<file path="config.mk">
export PLATFORM = sky130hd
export DESIGN_NAME = cpmc_ctrl
export DESIGN_NICKNAME = d
export VERILOG_FILES = /design/src/rtl/cpmc_pkg.sv /design/src/rtl/cpmc_ctrl.sv /design/src/rtl/cpmc_sync3.sv
export VERILOG_INCLUDE_DIRS = /design/src /design/src/rtl
export SDC_FILE = /design/constraint.sdc
export NUM_CORES = 1
export LEC_CHECK = 0
export BUFFER_PORTS_ARGS = -buffer_cell sky130_fd_sc_hd__buf_2
export CAP_MARGIN = 20
export CORE_MARGIN = 4
export CORE_UTILIZATION = 41
export DETAILED_ROUTE_END_ITERATION = 6
export PLACE_DENSITY = 0.75
export SLEW_MARGIN = 10
export SYNTH_ARGS = -nofsm -noshare
export SYNTH_HDL_FRONTEND = slang
export SYNTH_SLANG_ARGS = --single-unit
</file>
<file path="constraint.sdc">
create_clock -name clk_sys -period 1.65 [get_ports clk_sys]
set_clock_uncertainty 0.05 [all_clocks]
set_input_delay 0.33 -clock clk_sys [delete_from_list [all_inputs] [get_ports clk_sys]]
set_output_delay 0.33 -clock clk_sys [all_outputs]
set_load 0.01 [all_outputs]
</file>
<file path="src/rtl/cpmc_defines.svh">
`ifndef CPMC_DEFINES_SVH
`define CPMC_DEFINES_SVH
// Mode encodings
`define CPMC_MODE_BOOT 3'h0
`define CPMC_MODE_TEST 3'h1
`define CPMC_MODE_FW 3'h2
`define CPMC_MODE_SYS 3'h3
`define CPMC_MODE_USER 3'h4
// Vector counts and widths
`define CPMC_FIRMWARE_CALL_VECTOR_NUM 8
`define CPMC_SYSTEM_CALL_VECTOR_NUM 32
`define CPMC_FIRMWARE_CALL_VECTOR_W 3
`define CPMC_SYSTEM_CALL_VECTOR_W 5
`define CPMC_EXC_W 4
`define CPMC_IRQ_W 4
// Vector address layout
`define CPMC_ADDR_W 16
`define CPMC_EXC_BASE 16'h0000
`define CPMC_IRQ_BASE 16'h0040
`define CPMC_FIRMWARE_CALL_VECTOR_BASE 16'h0080
`define CPMC_SYSTEM_CALL_VECTOR_BASE 16'h0100
`define CPMC_BOOT_ENTRY 16'h8000
`define CPMC_TEST_ENTRY 16'h9000
`define CPMC_SYS_ENTRY 16'h1000
// Grantable peripheral group width
`define CPMC_GRP_W 8
`define CPMC_GRP_GRANT_RST 8'h00
// Default user-visible group mask
`define CPMC_USER_DFLT 8'h01
// Boot counter terminal count; boot mode lasts one cycle longer than this
`define CPMC_BOOT_CYC 4'h4
`endif

</file>
<file path="src/rtl/cpmc_pkg.sv">
`include "cpmc_defines.svh"
package cpmc_pkg;
  // CPU mode
  typedef enum logic [2:0] {
    CPMC_BOOT = 3'b000,
    CPMC_TEST = 3'b001,
    CPMC_FW = 3'b010,
    CPMC_SYS = 3'b011,
    CPMC_USER = 3'b100
  } cpmc_mode_t;
  // Register access request from the core
  typedef struct packed {
    logic valid;
    logic [`CPMC_GRP_W-1:0] grp_onehot;
    logic sys_only;
  } cpmc_acc_t;
  // Vector jump request
  typedef struct packed {
    logic exc_vld;
    logic [`CPMC_EXC_W-1:0] exc_id;
    logic irq_vld;
    logic [`CPMC_IRQ_W-1:0] irq_id;
    logic fw_call;
    logic [`CPMC_FIRMWARE_CALL_VECTOR_W-1:0] fw_id;
    logic sys_call;
    logic [`CPMC_SYSTEM_CALL_VECTOR_W-1:0] sys_id;
    logic ret_user;
  } cpmc_vec_t;
endpackage : cpmc_pkg

</file>
<file path="src/rtl/cpmc_ctrl.sv">
`timescale 1ns/1ns
`include "cpmc_defines.svh"
module cpmc_ctrl
  import cpmc_pkg::*;
(
  input wire logic clk_sys,
  input wire logic srst,
  input wire logic lifecycle_done,
  input wire logic test_disable_req,
  input wire cpmc_vec_t vec_req,
  input wire cpmc_acc_t acc_req,
  input wire logic grant_wr,
  input wire logic [`CPMC_GRP_W-1:0] grant_wdata,
  output cpmc_mode_t cpu_mode,
  output logic super_mode,
  output logic jump_vld,
  output logic [`CPMC_ADDR_W-1:0] jump_addr,
  output logic acc_ok,
  output logic acc_deny,
  output logic [`CPMC_GRP_W-1:0] grant_mask,
  output logic test_locked
);
  // Boot counter and state held as one struct
  typedef struct packed {
    cpmc_mode_t mode;
    logic [3:0] boot_cnt;
    logic lock;
    logic lock_seen;
    logic [`CPMC_GRP_W-1:0] grant;
    logic jv;
    logic [`CPMC_ADDR_W-1:0] ja;
  } cpmc_st_t;
  cpmc_st_t st_r;
  cpmc_st_t st_nxt;
  logic life_s; // Synchronised lifecycle pin
  logic tdis_s; // Synchronised fuse-blow request
  logic grp_hit; // Access targets a granted group

  // Pins from outside pass through synchronisers
  cpmc_sync3 u_sync_life (
    .clk_sys(clk_sys),
    .srst(srst),
    .din(lifecycle_done),
    .dout(life_s)
  );
  cpmc_sync3 u_sync_tdis (
    .clk_sys(clk_sys),
    .srst(srst),
    .din(test_disable_req),
    .dout(tdis_s)
  );

  // Group grant check for firmware accesses; the user check also admits the default group
  assign grp_hit = (acc_req.grp_onehot & ~st_r.grant) == '0;

  // Next-state logic
  always_comb begin
    st_nxt = st_r;
    st_nxt.jv = 1'b0;
    // Sticky lock: only set, never cleared by logic; models a fuse.
    if (life_s || tdis_s) begin
      st_nxt.lock = 1'b1;
    end
    case (st_r.mode)
      CPMC_BOOT: begin
        // Let the synchronisers settle before choosing the exit mode
        if (st_r.boot_cnt != `CPMC_BOOT_CYC) begin
          st_nxt.boot_cnt = st_r.boot_cnt + 4'h1;
        end else if (st_r.lock || life_s) begin
          st_nxt.mode = CPMC_SYS;
          st_nxt.jv = 1'b1;
          st_nxt.ja = `CPMC_SYS_ENTRY;
        end else begin
          st_nxt.mode = CPMC_TEST;
          st_nxt.jv = 1'b1;
          st_nxt.ja = `CPMC_TEST_ENTRY;
        end
      end
      CPMC_TEST, CPMC_FW, CPMC_SYS, CPMC_USER: begin
        // Priority: exception, interrupt, firmware call, system call, return
        if (vec_req.exc_vld) begin
          st_nxt.mode = CPMC_SYS;
          st_nxt.jv = 1'b1;
          st_nxt.ja = `CPMC_EXC_BASE + {12'h000, vec_req.exc_id};
        end else if (vec_req.irq_vld) begin
          st_nxt.mode = CPMC_SYS;
          st_nxt.jv = 1'b1;
          st_nxt.ja = `CPMC_IRQ_BASE + {12'h000, vec_req.irq_id};
        end else if (vec_req.fw_call) begin
          st_nxt.mode = CPMC_FW;
          st_nxt.jv = 1'b1;
          st_nxt.ja = `CPMC_FIRMWARE_CALL_VECTOR_BASE + {13'h0000, vec_req.fw_id};
        end else if (vec_req.sys_call) begin
          st_nxt.mode = CPMC_SYS;
          st_nxt.jv = 1'b1;
          st_nxt.ja = `CPMC_SYSTEM_CALL_VECTOR_BASE + {11'h000, vec_req.sys_id};
        end else if (vec_req.ret_user && st_r.mode != CPMC_TEST) begin
          // Dropping privilege never raises it; test stays put
          st_nxt.mode = CPMC_USER;
        end
        // Test mode is abandoned once locked
        if (st_r.mode == CPMC_TEST && st_r.lock) begin
          st_nxt.mode = CPMC_SYS;
        end
      end
      default: begin
        st_nxt.mode = CPMC_BOOT;
      end
    endcase
    // Grant register written by system mode only
    if (grant_wr && st_r.mode == CPMC_SYS) begin
      st_nxt.grant = grant_wdata;
    end
  end

  // Registers; lock survives srst as a fuse would, and no reset clears it
  always_ff @(posedge clk_sys) begin
    if (srst) begin
      st_r.mode <= CPMC_BOOT;
      st_r.boot_cnt <= 4'h0;
      st_r.grant <= `CPMC_GRP_GRANT_RST;
      st_r.jv <= 1'b0;
      st_r.ja <= `CPMC_BOOT_ENTRY;
      st_r.lock <= st_r.lock;
      st_r.lock_seen <= 1'b1;
    end else begin
      st_r <= st_nxt;
      st_r.lock_seen <= 1'b1;
    end
  end

  // Access decision per mode
  always_comb begin
    acc_ok = 1'b0;
    if (acc_req.valid) begin
      case (st_r.mode)
        CPMC_SYS: acc_ok = 1'b1;
        CPMC_BOOT, CPMC_TEST: acc_ok = 1'b1;
        CPMC_FW: acc_ok = !acc_req.sys_only && grp_hit;
        CPMC_USER: acc_ok = !acc_req.sys_only &&
          ((acc_req.grp_onehot & ~(st_r.grant | `CPMC_USER_DFLT)) == '0);
        default: acc_ok = 1'b0;
      endcase
    end
  end
  assign acc_deny = acc_req.valid && !acc_ok;

  assign cpu_mode = st_r.mode;
  assign super_mode = (st_r.mode == CPMC_BOOT) || (st_r.mode == CPMC_TEST) || (st_r.mode == CPMC_FW);
  assign jump_vld = st_r.jv;
  assign jump_addr = st_r.ja;
  assign grant_mask = st_r.grant;
  assign test_locked = st_r.lock;

  // Checks
  mode_legal_a: assert property (@(posedge clk_sys) disable iff (srst)
    cpu_mode inside {CPMC_BOOT, CPMC_TEST, CPMC_FW, CPMC_SYS, CPMC_USER})
    else $error("illegal mode");
  super_one_a: assert property (@(posedge clk_sys) disable iff (srst)
    super_mode |-> cpu_mode inside {CPMC_BOOT, CPMC_TEST, CPMC_FW})
    else $error("super mode mismatch");
  fw_entry_a: assert property (@(posedge clk_sys) disable iff (srst)
    (cpu_mode == CPMC_FW && $past(cpu_mode) != CPMC_FW && $past(cpu_mode) != CPMC_BOOT) |->
    $past(vec_req.fw_call))
    else $error("firmware entered without call");
  test_exit_a: assert property (@(posedge clk_sys) disable iff (srst)
    (cpu_mode == CPMC_BOOT && st_r.boot_cnt == `CPMC_BOOT_CYC && !st_r.lock && !life_s)
    |=> cpu_mode == CPMC_TEST)
    else $error("boot did not enter test");
  lock_sticky_a: assert property (@(posedge clk_sys)
    $past(test_locked) && st_r.lock_seen |-> test_locked)
    else $error("lock cleared");
  sys_exit_a: assert property (@(posedge clk_sys) disable iff (srst)
    (cpu_mode == CPMC_BOOT && st_r.boot_cnt == `CPMC_BOOT_CYC && st_r.lock)
    |=> cpu_mode == CPMC_SYS ##0 jump_addr == `CPMC_SYS_ENTRY)
    else $error("boot did not enter system");
  sys_full_a: assert property (@(posedge clk_sys) disable iff (srst)
    (acc_req.valid && cpu_mode == CPMC_SYS) |-> acc_ok)
    else $error("system access denied");
  user_gate_a: assert property (@(posedge clk_sys) disable iff (srst)
    (acc_req.valid && cpu_mode == CPMC_USER && acc_req.sys_only) |-> acc_deny)
    else $error("user reached system-only");
  fw_gate_a: assert property (@(posedge clk_sys) disable iff (srst)
    (acc_req.valid && cpu_mode == CPMC_FW && (acc_req.grp_onehot & ~grant_mask) != '0)
    |-> !acc_ok)
    else $error("firmware bypassed grant");
  fcall_a: assert property (@(posedge clk_sys) disable iff (srst)
    (cpu_mode != CPMC_BOOT && !vec_req.exc_vld && !vec_req.irq_vld && vec_req.fw_call &&
    !(cpu_mode == CPMC_TEST && test_locked))
    |=> cpu_mode == CPMC_FW && jump_vld)
    else $error("firmware call missed");
  scall_a: assert property (@(posedge clk_sys) disable iff (srst)
    (cpu_mode != CPMC_BOOT && !vec_req.exc_vld && !vec_req.irq_vld && !vec_req.fw_call && vec_req.sys_call)
    |=> cpu_mode == CPMC_SYS && jump_addr[15:8] == 8'h01)
    else $error("system call missed");
  exc_vec_a: assert property (@(posedge clk_sys) disable iff (srst)
    (cpu_mode != CPMC_BOOT && vec_req.exc_vld) |=> jump_vld && jump_addr[15:4] == 12'h000)
    else $error("exception vector wrong");
  cov_test_c: cover property (@(posedge clk_sys) cpu_mode == CPMC_TEST);
  cov_fw_c: cover property (@(posedge clk_sys) cpu_mode == CPMC_FW ##1 cpu_mode == CPMC_USER);
  cov_user_c: cover property (@(posedge clk_sys) cpu_mode == CPMC_USER && acc_ok);
endmodule : cpmc_ctrl

</file>
<file path="src/rtl/cpmc_sync3.sv">
`timescale 1ns/1ns
// Three-stage input synchroniser; output moves when stages two and three agree
module cpmc_sync3
  import cpmc_pkg::*;
(
  input wire logic clk_sys,
  input wire logic srst,
  input wire logic din,
  output logic dout
);
  // All flops of this module as one struct
  typedef struct packed {
    logic s1;
    logic s2;
    logic s3;
    logic q;
  } cpmc_sync_st_t;
  cpmc_sync_st_t st_r;
  cpmc_sync_st_t st_nxt;
  // Next state; s1 feeds only s2
  always_comb begin
    st_nxt = st_r;
    st_nxt.s1 = din;
    st_nxt.s2 = st_r.s1;
    st_nxt.s3 = st_r.s2;
    if (st_r.s2 == st_r.s3) begin
      st_nxt.q = st_r.s3;
    end
  end
  // Registers
  always_ff @(posedge clk_sys) begin
    if (srst) begin
      st_r <= '0;
    end else begin
      st_r <= st_nxt;
    end
  end
  assign dout = st_r.q;
endmodule : cpmc_sync3
</file>
## After elaboration in Yosys (flattened, before gate mapping)

Index checks and enable logic that the tools add are counted.

| storage, ports and cells | value |
|---|---|
| register bits | 32 |
| logic and storage cells | 56 |

| cells by class | value |
|---|---|
| add/subtract/negate cells | 4 |
| eq/ne operators | 9 |
| mux-type cells | 16 |
| bitwise operators | 4 |
| reduce and logical (&&, ||, !) cells | 18 |

Operators by type and width:

| kind | number |
|---|---|
| $mux W17 | 5 |
| $pmux W17 S2 | 1 |
| $mux W3 | 7 |
| $and A8 B8 Y8 | 2 |
| $logic_not A8 Y1 | 2 |
| $not A8 Y8 | 2 |
| $add A9 B5 Y10 const A | 1 |
| $add A8 B3 Y9 const A | 1 |
| $add A7 B4 Y8 const A | 1 |
| $ne A7 B7 Y1 const B | 1 |
| $eq A3 B2 Y1 const B | 2 |
| $pmux W3 S2 | 1 |
| $logic_and A1 B1 Y1 | 5 |
| $ne A5 B5 Y1 const B | 1 |
| $add A4 B1 Y4 const B | 1 |
| $ne A4 B3 Y1 const B | 1 |
| $reduce_and A2 Y1 | 2 |
| $reduce_or A4 Y1 | 1 |
| $eq A3 B1 Y1 const B | 1 |
| $eq A3 B3 Y1 const B | 1 |
| $logic_not A3 Y1 | 1 |
| $ne A3 B1 Y1 const B | 1 |
| $pmux W1 S3 | 1 |
| $reduce_and A3 Y1 | 1 |
| other kinds (6) | 8 |

## Logic depth before layout (Yosys ltp)

| depth | value |
|---|---|
| depth after elaboration | 9 |
| mapped depth | 6 |
| mapped depth without buffers | 6 |

## Least setup slack after synthesis

OpenSTA, ideal clock, no wires.

| path | value |
|---|---|
| kind | flip-flop to flip-flop |
| start | reg st_r[27] in the netlist's numbering |
| end | reg st_r, in the netlist jump_addr[4] |
| arrival time | 1.550 ns |
| required time | 1.528 ns |
| slack | -0.022 ns |
| cell stages (with the launch flop) | 7 |
| path buffers | 0 |
| clock period less this slack | 1.672 ns |
| path through | dfxtp_1 inv_1 ha_1 and3b_2 and2_2 or4_1 mux2i_1 |

| between the ends | value |
|---|---|
| longest elaborated chain between the ends | 3 |

RTL lines:

| element | line | RTL |
|---|---|---|
| from (decl) | cpmc_ctrl.sv:33 | `cpmc_st_t st_r;` |
| from (signal assigned) | cpmc_ctrl.sv:127 | `st_r <= st_nxt;` |
| $ne A4 B3 Y1 (no source line) | -- |  |
| $ne A2 B2 Y1 (no source line) | -- |  |
| $reduce_and A3 Y1 (no source line) | -- |  |

No other way between the ends.
A chain may end at the register's enable or synchronous reset.

## Worst setup path in the final report

| path | value |
|---|---|
| start | reg st_r, in the netlist grant_mask[3] |
| end | out acc_deny |

| between the ends | value |
|---|---|
| longest elaborated chain between the ends | 8 |

RTL lines:

| element | line | RTL |
|---|---|---|
| $not A8 Y8 (on tied branches) | cpmc_ctrl.sv:141, cpmc_ctrl.sv:54 |  |
| $and A8 B8 Y8 (on tied branches) | cpmc_ctrl.sv:141, cpmc_ctrl.sv:54 |  |
| $logic_not A8 Y1 (on tied branches) | cpmc_ctrl.sv:141, cpmc_ctrl.sv:54 |  |
| $logic_and A1 B1 Y1 (on tied branches) | cpmc_ctrl.sv:140, cpmc_ctrl.sv:139 |  |
| $pmux W1 S3 (*) | cpmc_ctrl.sv:136 | `case (st_r.mode)` |
| $mux W1 (*) | cpmc_ctrl.sv:135 | `if (acc_req.valid) begin` |
| $logic_not A1 Y1 (*) | cpmc_ctrl.sv:146 | `assign acc_deny = acc_req.valid && !acc_ok;` |
| $logic_and A1 B1 Y1 (*) | cpmc_ctrl.sv:146 |  |
| to (decl) | cpmc_ctrl.sv:19 | `output logic acc_deny,` |

Every way passes the cells marked *; elsewhere a longest branch is shown, timed or not.

==> impl_metrics.yaml <==
run_status:
  status: "finished, violations left"
  violations: "negative setup slack"
worst_setup_path:
  cp_cell_sequence: "nor2b_2 > a2111oi_2 > a31oi_1 > and2_1 > buf_2"
  path_class: "reg -> out"
  arrival_ns: 1.40
  cp_max_fo: 2
  cp_data_required_time_ns: 1.27
  cp-end-kind: "primary output"
  start_kind: "register"
  slowest_stage: "dfxtp_2"
  max_stage_delay_ns: 0.34
cells_and_area:
  diodes: 0
  area_growth_pct: 25.8
  fin_nets: 297
  drive_above_1_share_pct: 47.6
  final_util_pct: 53.8
sta:
  relSlewSlack_pct: 61.3
  holdWs_ns: 0.228
  final_max_slew_viol_count: 0
  fin_crit_sh_pct: 108
  min_period_ns: 1.78
  finalSetupViolations: 2
  tightest_slew_ns: 0.575
  final-hold-violation-count: 0
  setup_slack_ns: -0.126
  rsz0062_at_grt: "true"
  max_freq_mhz: 563
pwr:
  power_leakage_nw: 0.922
  p_per_area_mw_per_mm2: 1190
  p_total_mw: 2.36
  peakVddDrop_mv: 0.454
floorplan:
  ios: 76
  die-area_mm2: 0.00491
  initial_core_util_pct: 42.8
  core_mm2: 0.00369
  die_height_um: 70.1
  rows: 22
  dieWidth_um: 70.1
yosys:
  synth-edff-count: 0
  ys_warn_count: 0
  synth_ff_type: "dfxtp_1"
  synth_area_leaders: "dfxtp_1 (33%), buf_4 (13%), nand2_1 (6.2%), a32o_1 (4.4%), a21oi_1 (4.1%)"
  ys_ff_latch: 26
  ys_async_sr_fraction_pct: 0
  seq_area_frac_synth_pct: 33.0
  yosysTopAreaCell: "dfxtp_1"
  syn-cell-area_mm2: 0.00158
  synthTopCellsByCount: "buf_4 (28), dfxtp_1 (26), nand2_1 (26), a21oi_1 (13)"
  synth_top_area_share_pct: 33.0
  avgSynthCellArea_um2: 8.27
  synth_cell_types: 42
  yosys.cell_count.top_type: "buf_4"
  netlist_instances: 191
placed_design:
  gp_congestion: 0.822
  hpwl_um: 2850
  dp_slack_ns: -0.304
  port_buffers: 66
routing:
  via_per_inst: 4.89
  drt_pre_antenna_iters: 4
  drtIter0Drc: 52
  ant_nets: 0
  vias: 1458
  drc: 0
  wire_per_inst_um: 12.5
  routed_wl_um: 3730
global_routing:
  grt.total_usage_pct: 14.7
  grt_pass1_vias: 1411
  antenna_found_initial: 0
  grt_pass1_wl_um: 5940
  grt_max_degree: 19
  gr-total-overflow: 0
clock_tree:
  cts_tree: "done"
  clockRootBuffer: "clkbuf_8"
  clk_pin_slew_ns: 0.10
  cts_buffer_depth: 2
  post-cts-setup-buffers: 0
  htreeDepth: 1
  clk_latency_ns: 0.27
  cts_made_buffers: 3
  clock-sinks: 26
job:
  max_cap_viol_count: 0
hold_path:
  worstHoldPathType: "in -> reg"
metrics by stage:
stage	instance area (um2)	cells	setup TNS (ns)
global route	1990	298	-0.520
finish	1990	298	-0.210
global placement	1870	295	-1.03
detailed placement	1870	295	-1.22
CTS	1970	298	-0.269
floorplan	1600	196	0
cells by family after synthesis:
logic type / share of synthesized area (%)
flip-flops: 33.0
XOR/XNOR: 1.66
buffers and inverters: 19.7
AO/OA/AOI/OAI: 18.8
multiplexers: 0.634
AND/OR/NAND/NOR: 24.2
adder cells (fa/ha/maj): 1.58
other: 0.476
registers in the layout (all words and copies together) (netlist names):
name,cells
jump_addr,10
grant_mask,8
st_r,4
cpu_mode,3
jump_vld,1
cell usage in the layout, fill, tap and decap left out, types with 4 or more instances in the layout:
master and count:
nor3_1 4, buf_4 21, o21ai_0 7, nand3_1 5, dfxtp_2 9, a22oi_1 4
buf_2 66, nor2_1 9, nor2b_1 8, conb_1 7, a32o_1 7, nand2_1 26
a21oi_1 13, and2b_2 4, dfxtp_1 17
area by class of cell:
cell class	count	area (um2)
Inverter	6	22.5
Multi-Input combinational cell	127	812
Clock buffer	3	41.3
Tap cell	48	60.1
Clock inverter	1	30.0
Sequential cell	26	532
Fill cell	356	1700
Timing Repair Buffer	87	488
layer usage:
| layer | vias up | wire length (um) | global-route usage [%] |
|---|---|---|---|
| li1 | 740 | - | - |
| met1 | 665 | 1540 | 16.0 |
| met2 | 44 | 1880 | 27.4 |
| met3 | 9 | 218 | 2.73 |
| met4 | 0 | 90 | 6.38 |
| met5 | - | 0 | 0 |
power by group:
part	switching (mW)	internal [mW]
Combinational	0.492	0.471
Sequential	0.110	0.755
Clock	0.205	0.325
Total	0.807	1.55
worst max-delay path: cells and delay by family (launching register included):
family          cells  cell delay [ns]
compound gates      2             0.45
buf+inv             1             0.13
simple gates        2             0.19
flops               1             0.34
path summary, 6_finish.rpt:
kind	startpoint	endpoint	slack [ns]	cells after the start
setup reg to reg	st_r[27]	jump_addr[4]	0	6
hold reg to reg	jump_addr[15]	jump_addr[15]	0.41	1
setup / recovery	grant_mask[3]	acc_deny	-0.13	5
hold / removal	grant_wdata[3]	grant_mask[3]	0.23	3
what timing repair did:
| action | 4_1_cts | 5_1_grt |
|---|---|---|
| endpoints found under the setup margin | 10 | 19 |
| hold endpoints to repair | 0 | 0 |
| pin swaps | 1 | 4 |
| gates resized for setup | 13 | 8 |
| hold buffers | 0 | 0 |
(Power assumes the default switching activity.)
